## src/include/sas_defs.vh

```
// constants for the successive-approximation converter sequencer
// Behaviour
// - bit5 picks negative reference pin or ground
// - bit4 picks positive reference pin or supply
// - port code marks thirteen pins analog/digital
// - reset port code 0000 or 0111 by option (code loads it only when POR_I is high in reset)
// - bit7 right-justifies result else left-justifies
// - acquisition codes give 20..0 clock periods
// - seven conversion clock sources selectable
// - code 111 selects dedicated rc clock
// - reset clears registers, disables, aborts conversion
// - completion loads result, clears busy, sets flag
// - reset leaves result registers untouched
// - nonzero acquisition samples then converts automatically
// - acquisition code 000 converts immediately
// - after conversion sampling of channel resumes
// - no status shows acquisition versus conversion
// - conversion takes eleven conversion clock periods
// - hold capacitor disconnected once conversion begins
// - two periods between conversion end and acquisition
// - sleep conversion only with rc clock
// - busy reads 1 converting, 0 idle
// - enable bit powers converter
// - channel field selects channels 0 to 12
// - clearing busy aborts, result keeps old value
`ifndef SAS_DEFS_VH
`define SAS_DEFS_VH
`define SAS_ADDR_W 3
`define SAS_A_CTRL0 3'h0
`define SAS_A_REFCFG 3'h1
`define SAS_A_TIMING 3'h2
`define SAS_A_RES_HI 3'h3
`define SAS_A_RES_LO 3'h4
`define SAS_A_FLAGS 3'h5
`define SAS_B_ENABLE 0
`define SAS_B_BUSY 1
`define SAS_B_CHAN_LO 2
`define SAS_B_CHAN_HI 5
`define SAS_B_NEGREF 5
`define SAS_B_POSREF 4
`define SAS_B_JUSTIFY 7
`define SAS_B_ACQ_LO 3
`define SAS_B_ACQ_HI 5
`define SAS_B_FLAG 0
`define SAS_B_IRQEN 1
`define SAS_PCFG_ALL_ANALOG 4'h0
`define SAS_PCFG_PB_DIGITAL 4'h7
`define SAS_TIMING_RST 8'h00
`define SAS_CONV_BITS 4'ha
`define SAS_CONV_TAD 5'h0b
`define SAS_GAP_TAD 5'h02
`define SAS_RC_DIV 8'hc8
`endif

```

## src/core/sas_sequencer.v

```verilog
// converter sequencer: registers, conversion clock, acquisition and sar control
`timescale 1ns/1ps
`default_nettype none
`include "sas_defs.vh"
module sas_sequencer (
    input wire CORE_CLK_I,
    input wire SYS_RST_I,
    input wire POR_I,
    input wire PORT_ANALOG_DEFAULT_OPTION_I,
    input wire SLEEP_I,
    input wire [`SAS_ADDR_W-1:0] ADDR_I,
    input wire [7:0] WDATA_I,
    input wire WR_I,
    input wire RD_I,
    input wire COMPARATOR_I,
    output reg [7:0] RDATA_O,
    output reg [3:0] CHANNEL_SELECT_O,
    output reg NEG_REF_SELECT_O,
    output reg POS_REF_SELECT_O,
    output reg [12:0] PIN_ANALOG_O,
    output reg SAMPLE_CONNECT_O,
    output reg [9:0] DAC_CODE_O,
    output reg CONVERTER_POWER_O,
    output reg IRQ_O
);
    localparam ST_IDLE = 4'h1;
    localparam ST_ACQ = 4'h2;
    localparam ST_CONV = 4'h4;
    localparam ST_GAP = 4'h8;

    reg [3:0] state;
    reg converter_enable;
    reg busy;
    reg [3:0] channel_select;
    reg neg_ref_select;
    reg pos_ref_select;
    reg [3:0] port_analog_config;
    reg [7:0] timing;
    reg [7:0] result_high_byte;
    reg [7:0] result_low_byte;
    reg conversion_done_flag;
    reg conversion_irq_enable;
    reg [7:0] div_cnt;
    reg [4:0] tad_cnt;
    reg [3:0] bit_idx;
    reg [9:0] sar;
    reg comp_s1;
    reg comp_s2;
    reg sleep_s1;
    reg sleep_s2;
    reg por_seen;

    wire [2:0] conv_clock_select = timing[2:0];
    wire [2:0] acquisition_time_select = timing[`SAS_B_ACQ_HI:`SAS_B_ACQ_LO];
    wire result_justify = timing[`SAS_B_JUSTIFY];
    wire use_rc = (conv_clock_select[1:0] == 2'h3);

    // oscillator periods per conversion period
    function [7:0] tad_div;
        input [2:0] code;
        begin
            case (code)
                3'h0: tad_div = 8'h02;
                3'h4: tad_div = 8'h04;
                3'h1: tad_div = 8'h08;
                3'h5: tad_div = 8'h10;
                3'h2: tad_div = 8'h20;
                3'h6: tad_div = 8'h40;
                default: tad_div = `SAS_RC_DIV;
            endcase
        end
    endfunction

    function [4:0] acq_periods;
        input [2:0] code;
        begin
            case (code)
                3'h7: acq_periods = 5'h14;
                3'h6: acq_periods = 5'h10;
                3'h5: acq_periods = 5'h0c;
                3'h4: acq_periods = 5'h08;
                3'h3: acq_periods = 5'h06;
                3'h2: acq_periods = 5'h04;
                3'h1: acq_periods = 5'h02;
                default: acq_periods = 5'h00;
            endcase
        end
    endfunction

    // pins AN0..AN12 analog mask for a port code
    function [12:0] analog_mask;
        input [3:0] code;
        begin
            case (code)
                4'h0, 4'h1, 4'h2: analog_mask = 13'h1fff;
                4'h3: analog_mask = 13'h0fff;
                4'h4: analog_mask = 13'h07ff;
                4'h5: analog_mask = 13'h03ff;
                4'h6: analog_mask = 13'h01ff;
                4'h7: analog_mask = 13'h00ff;
                4'h8: analog_mask = 13'h007f;
                4'h9: analog_mask = 13'h003f;
                4'ha: analog_mask = 13'h001f;
                4'hb: analog_mask = 13'h000f;
                4'hc: analog_mask = 13'h0007;
                4'hd: analog_mask = 13'h0003;
                4'he: analog_mask = 13'h0001;
                default: analog_mask = 13'h0000;
            endcase
        end
    endfunction

    // sleep stops the oscillator divisions; only the rc clock keeps ticking
    wire clk_runs = converter_enable & (use_rc | ~sleep_s2);
    wire [7:0] div_max = tad_div(conv_clock_select) - 8'h01;
    wire tad_tick = clk_runs & (div_cnt == div_max);
    wire wr_ctrl = WR_I & (ADDR_I == `SAS_A_CTRL0);
    wire busy_wr = WDATA_I[`SAS_B_BUSY];
    wire start = wr_ctrl & busy_wr & ~busy & converter_enable
                 & WDATA_I[`SAS_B_ENABLE] & (state != ST_GAP);
    wire abort = wr_ctrl & ~busy_wr & busy;
    wire [9:0] trial = sar | ({9'h000, 1'b1} << bit_idx);
    wire conv_last = tad_tick & (state == ST_CONV) & (tad_cnt == `SAS_CONV_TAD - 5'h01);

    // limitation: trial to decision takes three core cycles, so the 2x division decides on a stale compare
    always @(posedge CORE_CLK_I) begin
        comp_s1 <= COMPARATOR_I;
        comp_s2 <= comp_s1;
        sleep_s1 <= SLEEP_I;
        sleep_s2 <= sleep_s1;
    end

    always @(posedge CORE_CLK_I) begin
        if (SYS_RST_I) begin
            div_cnt <= 8'h00;
        end else if (!clk_runs || tad_tick || state == ST_IDLE) begin
            div_cnt <= 8'h00;
        end else begin
            div_cnt <= div_cnt + 8'h01;
        end
    end

    always @(posedge CORE_CLK_I) begin
        if (SYS_RST_I) begin
            state <= ST_IDLE;
            busy <= 1'b0;
            tad_cnt <= 5'h00;
            bit_idx <= 4'h0;
            sar <= 10'h000;
        end else if (!converter_enable || abort) begin
            state <= abort ? ST_GAP : ST_IDLE;
            busy <= 1'b0;
            tad_cnt <= 5'h00;
        end else begin
            case (state)
                ST_IDLE: begin
                    if (start) begin
                        busy <= 1'b1;
                        tad_cnt <= 5'h00;
                        sar <= 10'h000;
                        bit_idx <= `SAS_CONV_BITS - 4'h1;
                        state <= (acquisition_time_select == 3'h0) ? ST_CONV : ST_ACQ;
                    end
                end
                ST_ACQ: begin
                    if (tad_tick) begin
                        if (tad_cnt == acq_periods(acquisition_time_select) - 5'h01) begin
                            tad_cnt <= 5'h00;
                            state <= ST_CONV;
                        end else begin
                            tad_cnt <= tad_cnt + 5'h01;
                        end
                    end
                end
                ST_CONV: begin
                    if (tad_tick) begin
                        tad_cnt <= tad_cnt + 5'h01;
                        // first period settles the hold, then one bit per period
                        if (tad_cnt != 5'h00) begin
                            if (!comp_s2) begin
                                sar <= trial & ~({9'h000, 1'b1} << bit_idx);
                            end else begin
                                sar <= trial;
                            end
                            bit_idx <= bit_idx - 4'h1;
                        end
                        if (conv_last) begin
                            busy <= 1'b0;
                            tad_cnt <= 5'h00;
                            state <= ST_GAP;
                        end
                    end
                end
                ST_GAP: begin
                    if (tad_tick) begin
                        if (tad_cnt == `SAS_GAP_TAD - 5'h01) begin
                            tad_cnt <= 5'h00;
                            state <= ST_IDLE;
                        end else begin
                            tad_cnt <= tad_cnt + 5'h01;
                        end
                    end
                end
                default: state <= ST_IDLE;
            endcase
        end
    end

    // the trial value of the last bit with its comparator decision
    wire [9:0] final_code = comp_s2 ? trial : (trial & ~({9'h000, 1'b1} << bit_idx));

    // result kept out of reset so power-up contents stay undefined
    always @(posedge CORE_CLK_I) begin
        if (WR_I && ADDR_I == `SAS_A_RES_HI) begin
            result_high_byte <= WDATA_I;
        end else if (conv_last && converter_enable && !abort) begin
            result_high_byte <= result_justify ? {6'h00, final_code[9:8]} : final_code[9:2];
        end
        if (WR_I && ADDR_I == `SAS_A_RES_LO) begin
            result_low_byte <= WDATA_I;
        end else if (conv_last && converter_enable && !abort) begin
            result_low_byte <= result_justify ? final_code[7:0] : {final_code[1:0], 6'h00};
        end
    end

    // strap caught on the clock after power-on release
    always @(posedge CORE_CLK_I) begin
        if (SYS_RST_I) begin
            converter_enable <= 1'b0;
            channel_select <= 4'h0;
            neg_ref_select <= 1'b0;
            pos_ref_select <= 1'b0;
            timing <= `SAS_TIMING_RST;
            conversion_done_flag <= 1'b0;
            conversion_irq_enable <= 1'b0;
            por_seen <= POR_I;
        end else begin
            por_seen <= 1'b0;
            if (por_seen) begin
                port_analog_config <= PORT_ANALOG_DEFAULT_OPTION_I ?
                    `SAS_PCFG_ALL_ANALOG : `SAS_PCFG_PB_DIGITAL;
            end else if (WR_I && ADDR_I == `SAS_A_REFCFG) begin
                port_analog_config <= WDATA_I[3:0];
            end
            if (wr_ctrl) begin
                converter_enable <= WDATA_I[`SAS_B_ENABLE];
                channel_select <= WDATA_I[`SAS_B_CHAN_HI:`SAS_B_CHAN_LO];
            end
            if (WR_I && ADDR_I == `SAS_A_REFCFG) begin
                neg_ref_select <= WDATA_I[`SAS_B_NEGREF];
                pos_ref_select <= WDATA_I[`SAS_B_POSREF];
            end
            if (WR_I && ADDR_I == `SAS_A_TIMING) begin
                timing <= WDATA_I & 8'hbf;
            end
            if (WR_I && ADDR_I == `SAS_A_FLAGS) begin
                conversion_irq_enable <= WDATA_I[`SAS_B_IRQEN];
            end
            // completion wins over a software clear in the same cycle
            if (conv_last && converter_enable && !abort) begin
                conversion_done_flag <= 1'b1;
            end else if (WR_I && ADDR_I == `SAS_A_FLAGS) begin
                conversion_done_flag <= WDATA_I[`SAS_B_FLAG];
            end
        end
    end

    always @(posedge CORE_CLK_I) begin
        if (SYS_RST_I) begin
            RDATA_O <= 8'h00;
            CHANNEL_SELECT_O <= 4'h0;
            NEG_REF_SELECT_O <= 1'b0;
            POS_REF_SELECT_O <= 1'b0;
            PIN_ANALOG_O <= 13'h0000;
            SAMPLE_CONNECT_O <= 1'b0;
            DAC_CODE_O <= 10'h000;
            CONVERTER_POWER_O <= 1'b0;
            IRQ_O <= 1'b0;
        end else begin
            CHANNEL_SELECT_O <= channel_select;
            NEG_REF_SELECT_O <= neg_ref_select;
            POS_REF_SELECT_O <= pos_ref_select;
            PIN_ANALOG_O <= analog_mask(port_analog_config);
            // hold opens in conversion, in the gap and while the converter is disabled; sampling otherwise
            SAMPLE_CONNECT_O <= converter_enable & (state == ST_IDLE || state == ST_ACQ);
            DAC_CODE_O <= (state == ST_CONV) ? trial : 10'h000;
            CONVERTER_POWER_O <= converter_enable;
            IRQ_O <= conversion_done_flag & conversion_irq_enable;
            RDATA_O <= 8'h00;
            if (RD_I) begin
                case (ADDR_I)
                    `SAS_A_CTRL0: RDATA_O <= {2'h0, channel_select, busy, converter_enable};
                    `SAS_A_REFCFG: RDATA_O <= {2'h0, neg_ref_select, pos_ref_select, port_analog_config};
                    `SAS_A_TIMING: RDATA_O <= timing;
                    `SAS_A_RES_HI: RDATA_O <= result_high_byte;
                    `SAS_A_RES_LO: RDATA_O <= result_low_byte;
                    `SAS_A_FLAGS: RDATA_O <= {6'h00, conversion_irq_enable, conversion_done_flag};
                    default: RDATA_O <= 8'h00;
                endcase
            end
        end
    end
endmodule
`default_nettype wire

```

## config.mk

```make
export PLATFORM = sky130hd
export DESIGN_NAME = sas_sequencer
export DESIGN_NICKNAME = d
export VERILOG_FILES = /design/src/core/sas_sequencer.v
export VERILOG_INCLUDE_DIRS = /design/src /design/src/include
export SDC_FILE = /design/constraint.sdc
export NUM_CORES = 1
export LEC_CHECK = 0
export CAP_MARGIN = 20
export CELL_PAD_IN_SITES_DETAIL_PLACEMENT = 1
export CELL_PAD_IN_SITES_GLOBAL_PLACEMENT = 2
export CORE_ASPECT_RATIO = 0.8
export CORE_UTILIZATION = 30
export CTS_BUF_LIST = sky130_fd_sc_hd__clkbuf_8
export DETAILED_ROUTE_END_ITERATION = 7
export DONT_BUFFER_PORTS = 1
export PLACE_DENSITY_LB_ADDON = 0.1
export SLEW_MARGIN = 20
export SYNTH_ARGS = -nofsm -noshare
export SYNTH_HDL_FRONTEND = slang
export SYNTH_SLANG_ARGS = --single-unit
```

## constraint.sdc

```tcl
create_clock -name CORE_CLK_I -period 6.8 [get_ports CORE_CLK_I]
set_input_delay 0.68 -clock CORE_CLK_I [delete_from_list [all_inputs] [get_ports CORE_CLK_I]]
set_output_delay 0.68 -clock CORE_CLK_I [all_outputs]
set_load 0.02 [all_outputs]
```

=== Yosys cells after proc, flatten, opt, wreduce, memory -nomap -nowiden ===
Memories as Yosys holds them, arrays and structs flattened. A register that Yosys moved wholly into a read port is not among the register bits.
Index checks and enable logic that the tools add are counted.
W data, S select, Z words.

* Flip-flop bits (word level): 100
* Bits in read-only memories: 208
* Input port bits: 19
* Output and inout bits: 40
* Word-level logic and storage cells: 184
* Memories kept: 1

* Add/subtract/negate cells: 5
* Equality and inequality tests: 40
* Shift-type cells: 1
* Multiplexer cells: 50
* Bitwise gates (word level): 25
* Reduce and logical (&&, ||, !) cells: 33

{| class="wikitable"
|+ Memory list
! name !! words !! bits a word !! rd ports !! clocked after memory_dff !! wr ports !! RTL line !! text
|-
| (no name shown) || 16 || 13 || 1 || 1 || 0 || sas_sequencer.v:94 || <nowiki>case (code)</nowiki>
|}

{| class="wikitable"
|+ Operators with widths
! cell !! count
|-
| $pmux W8 S6 || 2
|-
| $mux W4 || 14
|-
| $mux W5 || 11
|-
| $mux W8 || 6
|-
| $mux W10 || 4
|-
| $pmux W5 S7 || 1
|-
| $eq A3 B3 Y1 const B || 9
|-
| $ne A3 B3 Y1 const B || 7
|-
| $pmux W10 S2 || 1
|-
| $pmux W5 S4 || 1
|-
| $pmux W4 S4 || 1
|-
| $eq A3 B2 Y1 const B || 5
|-
| $and A1 B1 Y1 || 14
|-
| $ne A2 B2 Y1 const B || 6
|-
| $and A10 B10 Y10 || 1
|-
| $not A10 Y10 || 1
|-
| $or A10 B10 Y10 || 1
|-
| $reduce_and A5 Y1 || 2
|-
| $reduce_bool A2 Y1 || 5
|-
| $shl A1 B4 Y10 const A || 1
|-
| $eq A3 B1 Y1 const B || 3
|-
| $logic_not A3 Y1 || 3
|-
| $add A8 B1 Y8 const B || 1
|-
| $eq A8 B8 Y1 || 1
|-
| 28 further kinds || 53
|}

=== Depth between registers and ports, before layout ===
Gate-level depths: netlist (run 1).

* Depth after elaboration: 15
* Gate-level depth with buffers: 11

=== Least setup slack after synthesis (run 1) ===
Ideal clock, no wire load.

* Kind: reg-to-reg
* Start: reg timing[0]
* End: reg result_high_byte[0] (enable)
* Library setup time: 0.329 ns
* Arrival time: 2.263 ns
* Required time: 6.471 ns
* Path slack: 4.208 ns
* Cell stages (with the launch flop): 9
* Buffers on the path: 0
* Period minus slack after synthesis: 2.592 ns
* Cells stage by stage: dfxtp_1 > or3_1 > ha_1 > nor3b_1 > o31ai_1 > a21o_1 > a2111oi_0 > nand4_1 > nand2_1

* Cells in the longest elaborated chain, start to end: 10
* Elaborated cells on any way between the ends: 18

{| class="wikitable"
|+ Ends and longest elaborated chain
! item !! RTL line !! text
|-
| from (decl) || sas_sequencer.v:38 || <nowiki>reg [7:0] timing;</nowiki>
|-
| from (signal assigned) || sas_sequencer.v:233 || <nowiki>timing <= `SAS_TIMING_RST;</nowiki>
|-
| from (signal assigned) || sas_sequencer.v:254 || <nowiki>timing <= WDATA_I & 8'hbf;</nowiki>
|-
| $eq A3 B3 Y1, or another cell as far along || sas_sequencer.v:62 || <nowiki>case (code)</nowiki>
|-
| $pmux W8 S6 || sas_sequencer.v:62 ||
|-
| $sub A8 B1 Y8 || sas_sequencer.v:115 || <nowiki>wire [7:0] div_max = tad_div(conv_clock_select) - 8'h01;</nowiki>
|-
| $eq A8 B8 Y1 || sas_sequencer.v:116 || <nowiki>wire tad_tick = clk_runs & (div_cnt == div_max);</nowiki>
|-
| $and A1 B1 Y1 * || sas_sequencer.v:116 ||
|-
| $and A1 B1 Y1 * (2 in series) || sas_sequencer.v:123 || <nowiki>wire conv_last = tad_tick & (state == ST_CONV) & (tad_cnt == `SAS_CONV_TAD - 5'h01);</nowiki>
|-
| $logic_and A1 B1 Y1 * (2 in series) || sas_sequencer.v:216 || <nowiki>end else if (conv_last && converter_enable && !abort) begin</nowiki>
|-
| $reduce_bool A2 Y1 (no line) * || -- ||
|-
| to (signal assigned) || sas_sequencer.v:217 || <nowiki>result_high_byte <= result_justify ? {6'h00, final_code[9:8]} : final_code[9:2];</nowiki>
|-
| to (decl) || sas_sequencer.v:39 || <nowiki>reg [7:0] result_high_byte;</nowiki>
|}

Every way passes the cells marked *; elsewhere a longest branch is shown, timed or not.
A chain may end at the register's enable or synchronous reset.

=== Final worst setup path (run 1) ===
* Start: reg timing[0]
* End: reg sar[7]

* Cells in the longest elaborated chain, start to end: 7
* Elaborated cells on any way between the ends: 15

{| class="wikitable"
|+ Ends and longest elaborated chain
! item !! RTL line !! text
|-
| $eq A3 B3 Y1, or another cell as far along || sas_sequencer.v:62 ||
|-
| $pmux W8 S6 || sas_sequencer.v:62 ||
|-
| $sub A8 B1 Y8 || sas_sequencer.v:115 ||
|-
| $eq A8 B8 Y1 || sas_sequencer.v:116 ||
|-
| $and A1 B1 Y1 * || sas_sequencer.v:116 ||
|-
| $ne A2 B2 Y1 (no line) * || -- ||
|-
| $reduce_and A5 Y1 (no line) * || -- ||
|-
| to (signal assigned) || sas_sequencer.v:181 || <nowiki>sar <= trial & ~({9'h000, 1'b1} << bit_idx);</nowiki>
|-
| to (signal assigned) || sas_sequencer.v:183 || <nowiki>sar <= trial;</nowiki>
|-
| to (decl) || sas_sequencer.v:46 || <nowiki>reg [9:0] sar;</nowiki>
|}

Marked as above.

==> flow_summary_export.csv, run 1 <==
group,metric,value,unit
yosys,synth.cells.most_frequent,"dfxtp_1 (93), nor2_1 (66), nand2_1 (55), a21oi_1 (37), mux2i_1 (30)",
grt,grt.total_usage,0.169,
grt,grt_max_degree,44,
critical_path,worst_ep_arrival_time,3.65,ns
critical_path,timing.critical_path.from_type,"flip-flop",
sta,worst_max_slew_pin_slew,0.937,ns
sta,rsz_0062_raised_after_global_routing,"false",
clock_network,clk_transition_reported_paths,0.08,ns
sta,finalWorstSetupSlack,3.51,ns
cells_and_area,drive_above_1_share,0.112,
yosys,synth_edf_count,20,
floorplan,ioPinCount,59,
sta,totalNegativeSetupSlack,0,ns
sta,slew_viol_final,0,
yosys,yosysSeqAreaShare,0.474,
status,outcome,"finished clean",
min_path,hold_start,"COMPARATOR_I",
yosys,synth.avg_cell_area,9.39,um2
power,power.density,255,mW/mm2
flow_run,drv.max_cap_violation_count,0,
clock_network,cts_made_buffers,17,
cells_and_area,number_of_inserted_filler_cells_in_the_final_layout,1914,
cells_and_area,p_r_area_growth_vs_syn,12.1,%
floorplan,placement_rows,42,
sta,clock.fmax,304,MHz
clock_network,clock_path_buffers,2,
clock_network,cts_sinks,113,
yosys,multiplexer_fraction_of_the_synthesized_cell_area,0.0795,
sta,final_hold_viol_count,0,
sta,timing.final.crit_share,0.484,
critical_path,timing.critical_path.from,"timing[0]",
power,vdd.ir_drop.worst,0.109,mV
yosys,synthSimpleGateAreaFrac,0.210,
yosys,ys_warn_count,0,
yosys,syn_inst,553,
clock_network,cts_tree,"done",
yosys,syn_nets,584,
routing,postRouteWirelength,14.3,mm
yosys,netlist_top_cells_area,"dfxtp_1 (36%), edfxtp_1 (12%), mux2i_1 (5.8%)",
yosys,postSynth.asyncResetShare,0,
routing,drt_iter0_drc,125,
clock_network,post_cts_resized,0,
yosys,syn_area,0.00519,mm2
floorplan,fp.dieArea,0.0179,mm2
critical_path,timing.critical_path.required,7.16,ns
sta,final.setup_skew,0.0162,ns
routing,drc,0,
yosys,synth-compound-area-share,0.148,
yosys,synth-main-ff-cell,"dfxtp_1",
cells_and_area,antenna-diode-count,0,
grt,grt_pass1_vias,3865,
floorplan,width_of_the_die,149,um
min_path,worst_hold_path_type,"primary input to flip-flop",
grt,number_of_antenna_violations_at_the_first_check_in_global_routing,0,
critical_path,critPathMaxFanout,13,
routing,drtAntennaViolNets,0,
critical_path,setup_crit_path_kind,"flip-flop to flip-flop",
grt,first_pass_grt_wire_length,22.5,mm
placement,place.gp.congestion,0.766,
floorplan,die_height,120,um
yosys,synth_top_area_cell,"dfxtp_1",
sta,finalSetupViolations,0,
placement,placement.io_buffers,0,
yosys,post_synthesis_adder_cell_area_fraction,0.0289,
clock_network,cts_setup_buffers,0,
routing,vias_per_cell,5.06,
routing,drt_pre_antenna_iters,4,
yosys,synth_top_family_by_area,"simple AND/OR/NAND/NOR gates",
clock_network,clock_latency,0.44,ns
yosys,synth_xor_area_frac,0.0236,
critical_path,timing.critical_path.to_type,"flip-flop",
sta,period_minus_slack,3.29,ns
floorplan,placeableCoreArea,0.0168,mm2
grt,global_route.overflow_total,0,
routing,wire_length_per_cell,18.4,um
yosys,netlist-cell-type-count,60,
power,total_leakage_power,2.04,nW
clock_network,htree_levels,4,
placement,setup_slack_placement,3.47,ns
yosys,post-synth-top-count-cell,"dfxtp_1",
placement,hpwlAfterDp,10.3,mm
cells_and_area,final_nets,574,
clock_network,holdBufCountCts,0,
clock_network,ctsRootBufferMaster,"clkbuf_8",
floorplan,initial_util,0.310,
sta,timing.slew.headroom,0.367,
routing,via_count,3924,
yosys,ys_ff_latch,113,
yosys,synth_largest_type_area_fraction,0.358,
critical_path,r2r-start,"timing[0]",
==> per-layer routing <==
layer | wire length, um | vias up | GRT usage | part of all wire
li1 | - | 1952 | - | -
met1 | 7410 | 1897 | 0.237 | 0.52
met2 | 6150 | 65 | 0.247 | 0.43
met3 | 577 | 10 | 0.0494 | 0.040
met4 | 118 | 0 | 0.0497 | 0.0083
met5 | 0 | - | 0 | 0
==> power by group <==
group | switching, mW | internal (mW)
combinational | 0.0267 | 0.0224
sequential | 0.0182 | 0.693
clock | 0.308 | 0.415
==> cells by family (layout without fill, tap and decap cells) <==
group,Yosys count,after routing
simple gates,215,215
mux,39,39
buf+inv,48,51
xor+xnor,14,14
flops,113,113
fa+ha+maj,12,12
compound gates,112,112
==> registers in the layout, indices dropped and copies added, names as in the netlist, 5 cells and up <==
register / count
result_low_byte: 8
tad_cnt: 5
RDATA_O: 8
DAC_CODE_O: 10
result_high_byte: 8
timing: 7
PIN_ANALOG_O: 13
div_cnt: 8
sar: 10
==> critical path, stage by stage (launching register included) <==
cell and delay (ns):
dfxtp_1 0.42, or3_1 0.45, ha_1 0.29, nor3b_1 0.22, o31ai_1 0.09, a21o_1 0.24, a2111oi_4 0.71, nand3_1 0.51
o2bb2ai_1 0.28
==> layout make-up <==
cell class / instances / area [um2] / share of cell area
Clock buffer: 18 / 248 / 0.0425
Clock inverter: 14 / 204 / 0.0350
Inverter: 15 / 56.3 / 0.00967
Multi-Input combinational cell: 392 / 2550 / 0.438
Sequential cell: 113 / 2460 / 0.423
Tap cell: 220 / 275 / 0.0473
Timing Repair Buffer: 4 / 30.0 / 0.00516
==> cells in the final DEF, fill, tap and decap left out, types with 3 or more instances in the layout <==
| cell | synthesis | layout |
|---|---|---|
| a211oi_1 | 7 | 7 |
| a21o_1 | 4 | 4 |
| a21oi_1 | 37 | 37 |
| a22oi_1 | 4 | 4 |
| a31oi_1 | 6 | 6 |
| buf_4 | 1 | 4 |
| bufinv_16 | 0 | 4 |
| clkbuf_8 | 0 | 18 |
| clkinv_4 | 0 | 5 |
| dfxtp_1 | 93 | 93 |
| edfxtp_1 | 20 | 20 |
| ha_1 | 12 | 12 |
| inv_1 | 15 | 15 |
| inv_6 | 0 | 3 |
| mux2_2 | 8 | 8 |
| mux2i_1 | 30 | 30 |
| nand2_1 | 55 | 55 |
| nand2b_1 | 11 | 11 |
| nand3_1 | 16 | 16 |
| nand4_1 | 3 | 3 |
| nor2_1 | 66 | 66 |
| nor2b_1 | 16 | 16 |
| nor3_1 | 11 | 11 |
| nor4b_1 | 5 | 4 |
| o21ai_0 | 18 | 18 |
| o22a_1 | 3 | 3 |
| o22ai_1 | 3 | 3 |
| o2bb2ai_1 | 13 | 13 |
| or2_2 | 5 | 5 |
| or3_1 | 4 | 4 |
| or4b_2 | 3 | 3 |
| xnor2_1 | 7 | 7 |
| xor2_1 | 7 | 7 |
==> per-stage QoR <==
| step | instance area, um2 | instances | hold slack [ns] | total power [mW] | utilization |
|---|---|---|---|---|---|
| CTS | 5820 | 776 | 0.222 | 1.51 | 0.347 |
| floorplan | 5190 | 553 | 0.310 | 0.770 | - |
| global placement | 5370 | 744 | 0.313 | 0.775 | 0.320 |
| detailed placement | 5370 | 744 | 0.326 | 0.776 | 0.320 |
| finish | 5820 | 776 | 0.254 | 1.48 | 0.347 |
| global route | 5820 | 776 | 0.208 | 1.55 | 0.347 |
==> final timing paths <==
path,end,slack [ns],cells after the start
max,sar[7],3.51,8
min,comp_s1,0.25,0
max reg2reg,sar[7],3.51,8
min reg2reg,comp_s2,0.35,0
Power figures use the tool's default switching activity.
==> run 2: changes to the inputs <==
Clock period 6.8 ns to 2.8 ns, I/O delays scaled along.
==> run 2 against run 1 <==
Effect of this change:
- routed wire length increased by 11%
- total power grew 140%
- combinational power grew to 3.7 times the previous value
- die area unchanged
- clock skew decreased by 0.0036 ns
- critical path type unchanged
- final cell count rose by 6.2%
- highest routed layer unchanged
- critical endpoint is now state[1]
- non-clock buffer count increased by 48
==> flow_summary_export.csv, run 2 (same netlist as run 1, synthesis figures left out) <==
group,metric,value,unit
power,p_comb_frac,0.051,
critical_path,timing.critical_path.cells,"buf_4 > nor2_1 > nand2_2 > ha_4 > buf_6 > and4bb_2 > o31ai_2 > a21o_1 > buf_6 > a2111o_1 > a211oi_4 > mux2i_1",
placement,placed_cell_area,0.00555,mm2
cells_and_area,regMostFlops,"PIN_ANALOG_O",
grt,global_route.overflow_total,0,
routing,drt_pre_antenna_iters,4,
sta,worst_max_slew_pin_slew,0.861,ns
placement,hpwlAfterDp,10.7,mm
cells_and_area,layout_commonest_cell,"dfxtp_1",
critical_path,timing.critical_path.from_type,"flip-flop",
critical_path,critical_path_buf_inv_count,3,
power,power.density,564,mW/mm2
floorplan,ioPinCount,59,
power,clockPowerShare,0.475,
clock_network,ctsRootBufferMaster,"clkbuf_8",
min_path,worst_hold_path_type,"primary input to flip-flop",
cells_and_area,final_cell_mix,"dfxtp_1 (91), nor2_1 (66), nand2_1 (54)",
placement,place.gp.congestion,0.732,
sta,final.setup_skew,0.0126,ns
power,total_net_switching_power,0.870,mW
clock_network,cts_made_buffers,17,
floorplan,placement_rows,42,
critical_path,critPathMostFrequentCell,"buf_6",
sta,clock.fmax,371,MHz
sta,timing.final.crit_share,0.964,
critical_path,critical_path.max_stage_delay,0.51,ns
cells_and_area,drive_above_1_share,0.202,
routing,drtAntennaViolNets,0,
clock_network,htree_levels,4,
grt,number_of_antenna_violations_at_the_first_check_in_global_routing,1,
sta,slew_viol_final,0,
cells_and_area,p_r_area_growth_vs_syn,24.1,%
power,total_leakage_power,2.32,nW
placement,setup_slack_placement,-0.192,ns
status,outcome,"finished clean",
routing,drt_iter0_drc,189,
routing,vias_per_cell,5.06,
placement,placement.io_buffers,0,
critical_path,worst_path_dominant_cell_family,"compound AO/OA/AOI/OAI gates",
cells_and_area,area_of_all_placed_cells_without_fillers,0.00644,mm2
cells_and_area,antenna-diode-count,0,
cells_and_area,final_nets,622,
power,design_power_total,3.63,mW
floorplan,fp.dieArea,0.0179,mm2
sta,period_minus_slack,2.70,ns
floorplan,width_of_the_die,149,um
floorplan,die_height,120,um
sta,final_hold_viol_count,0,
routing,drc,0,
floorplan,placeableCoreArea,0.0168,mm2
sta,timing.slew.headroom,0.424,
clock_network,clock_path_buffers,2,
clock_network,clk_transition_reported_paths,0.07,ns
flow_run,drv.max_cap_violation_count,0,
routing,wire_length_per_cell,19.2,um
grt,grt_max_degree,36,
clock_network,clock_latency,0.44,ns
critical_path,timing.critical_path.required,3.17,ns
sta,finalWorstSetupSlack,0.101,ns
critical_path,timing.critical_path.to_type,"flip-flop",
critical_path,worst_ep_arrival_time,3.06,ns
cells_and_area,top_regs,"PIN_ANALOG_O: 13 flops, DAC_CODE_O: 10 flops, sar: 10 flops",
grt,grt.total_usage,0.187,
clock_network,cts_tree,"done",
routing,via_count,4169,
routing,postRouteWirelength,15.8,mm
power,vdd.ir_drop.worst,0.301,mV
grt,first_pass_grt_wire_length,24.8,mm
power,swShare,0.239,
critical_path,setup_crit_path_kind,"flip-flop to flip-flop",
grt,grt_pass1_vias,4312,
clock_network,cts_sinks,113,
cells_and_area,largest_register_ff_count,13,
critical_path,critical_path.slowest_cell,"a2111o_1",
critical_path,critPathMaxFanout,5,
floorplan,initial_util,0.310,
power,p_seq_frac,0.475,
sta,rsz_0062_raised_after_global_routing,"true",
sta,finalSetupViolations,0,
power,power.internal,2.76,mW
run 2: cell types whose count changed in the layout (fill, tap and decap cells not counted), sizes merged:
| cell | before | now |
|---|---|---|
| dlygate4sd3 | 0 | 13 |
| inv | 19 | 17 |
| buf | 4 | 39 |
| clkinv | 5 | 6 |
| clkinvlp | 1 | 2 |
run 2: power groups by stage:
stage | Sequential (mW) | Clock (mW) | Combinational [mW]
after CTS | 1.73 | 1.78 | 0.173
final | 1.73 | 1.72 | 0.184
after floorplan | 1.75 | 0 | 0.122
after global placement | 1.76 | 0 | 0.129
after detailed placement | 1.76 | 0 | 0.132
after global routing | 1.73 | 1.84 | 0.202
run 2: path summary, 6_finish.rpt:
| path | startpoint | end | slack, ns | depth (start not counted) |
|---|---|---|---|---|
| worst min register to register | sleep_s1 | sleep_s2 | 0.33 | 0 |
| worst min-delay path | ADDR_I[0] | RDATA_O[5] | 0.03 | 2 |
| worst max register to register | timing[0] | state[1] | 0.10 | 12 |
| worst max-delay path | timing[0] | state[1] | 0.10 | 12 |
run 2: per-layer routing:
metal / track usage / wire [um]
met1: 0.262 / 7900
met3: 0.0513 / 726
met5: 0 / 0
met2: 0.276 / 7020
met4: 0.0561 / 137
run 2: timing repair:
| action | CTS | global route |
|---|---|---|
| pin swaps | 2 | 14 |
| hold buffers | 14 | 0 |
| cloned | 1 | 1 |
| setup buffers | 2 | 5 |
| hold endpoints to repair | 42 | 0 |
| gates resized for setup | 10 | 37 |
| setup endpoints to repair | 35 | 34 |
run 2: cell type report:
class | count | area, um2
Clock buffer | 18 | 248
Clock inverter | 14 | 189
Fill cell | 1879 | 10300
Inverter | 15 | 56.3
Multi-Input combinational cell | 392 | 2740
Sequential cell | 113 | 2460
Tap cell | 220 | 275
Timing Repair Buffer | 52 | 473
run 2: through the flow:
| stage | utilization | setup TNS [ns] | hold slack, ns | std cells |
|---|---|---|---|---|
| floorplan | - | 0 | 0.308 | 553 |
| global placement | 0.331 | -1.23 | 0.308 | 769 |
| detailed placement | 0.331 | -3.30 | 0.308 | 769 |
| CTS | 0.370 | 0 | 0.000141 | 818 |
| global route | 0.384 | -0.883 | 0.00153 | 824 |
| finish | 0.384 | 0 | 0.0340 | 824 |
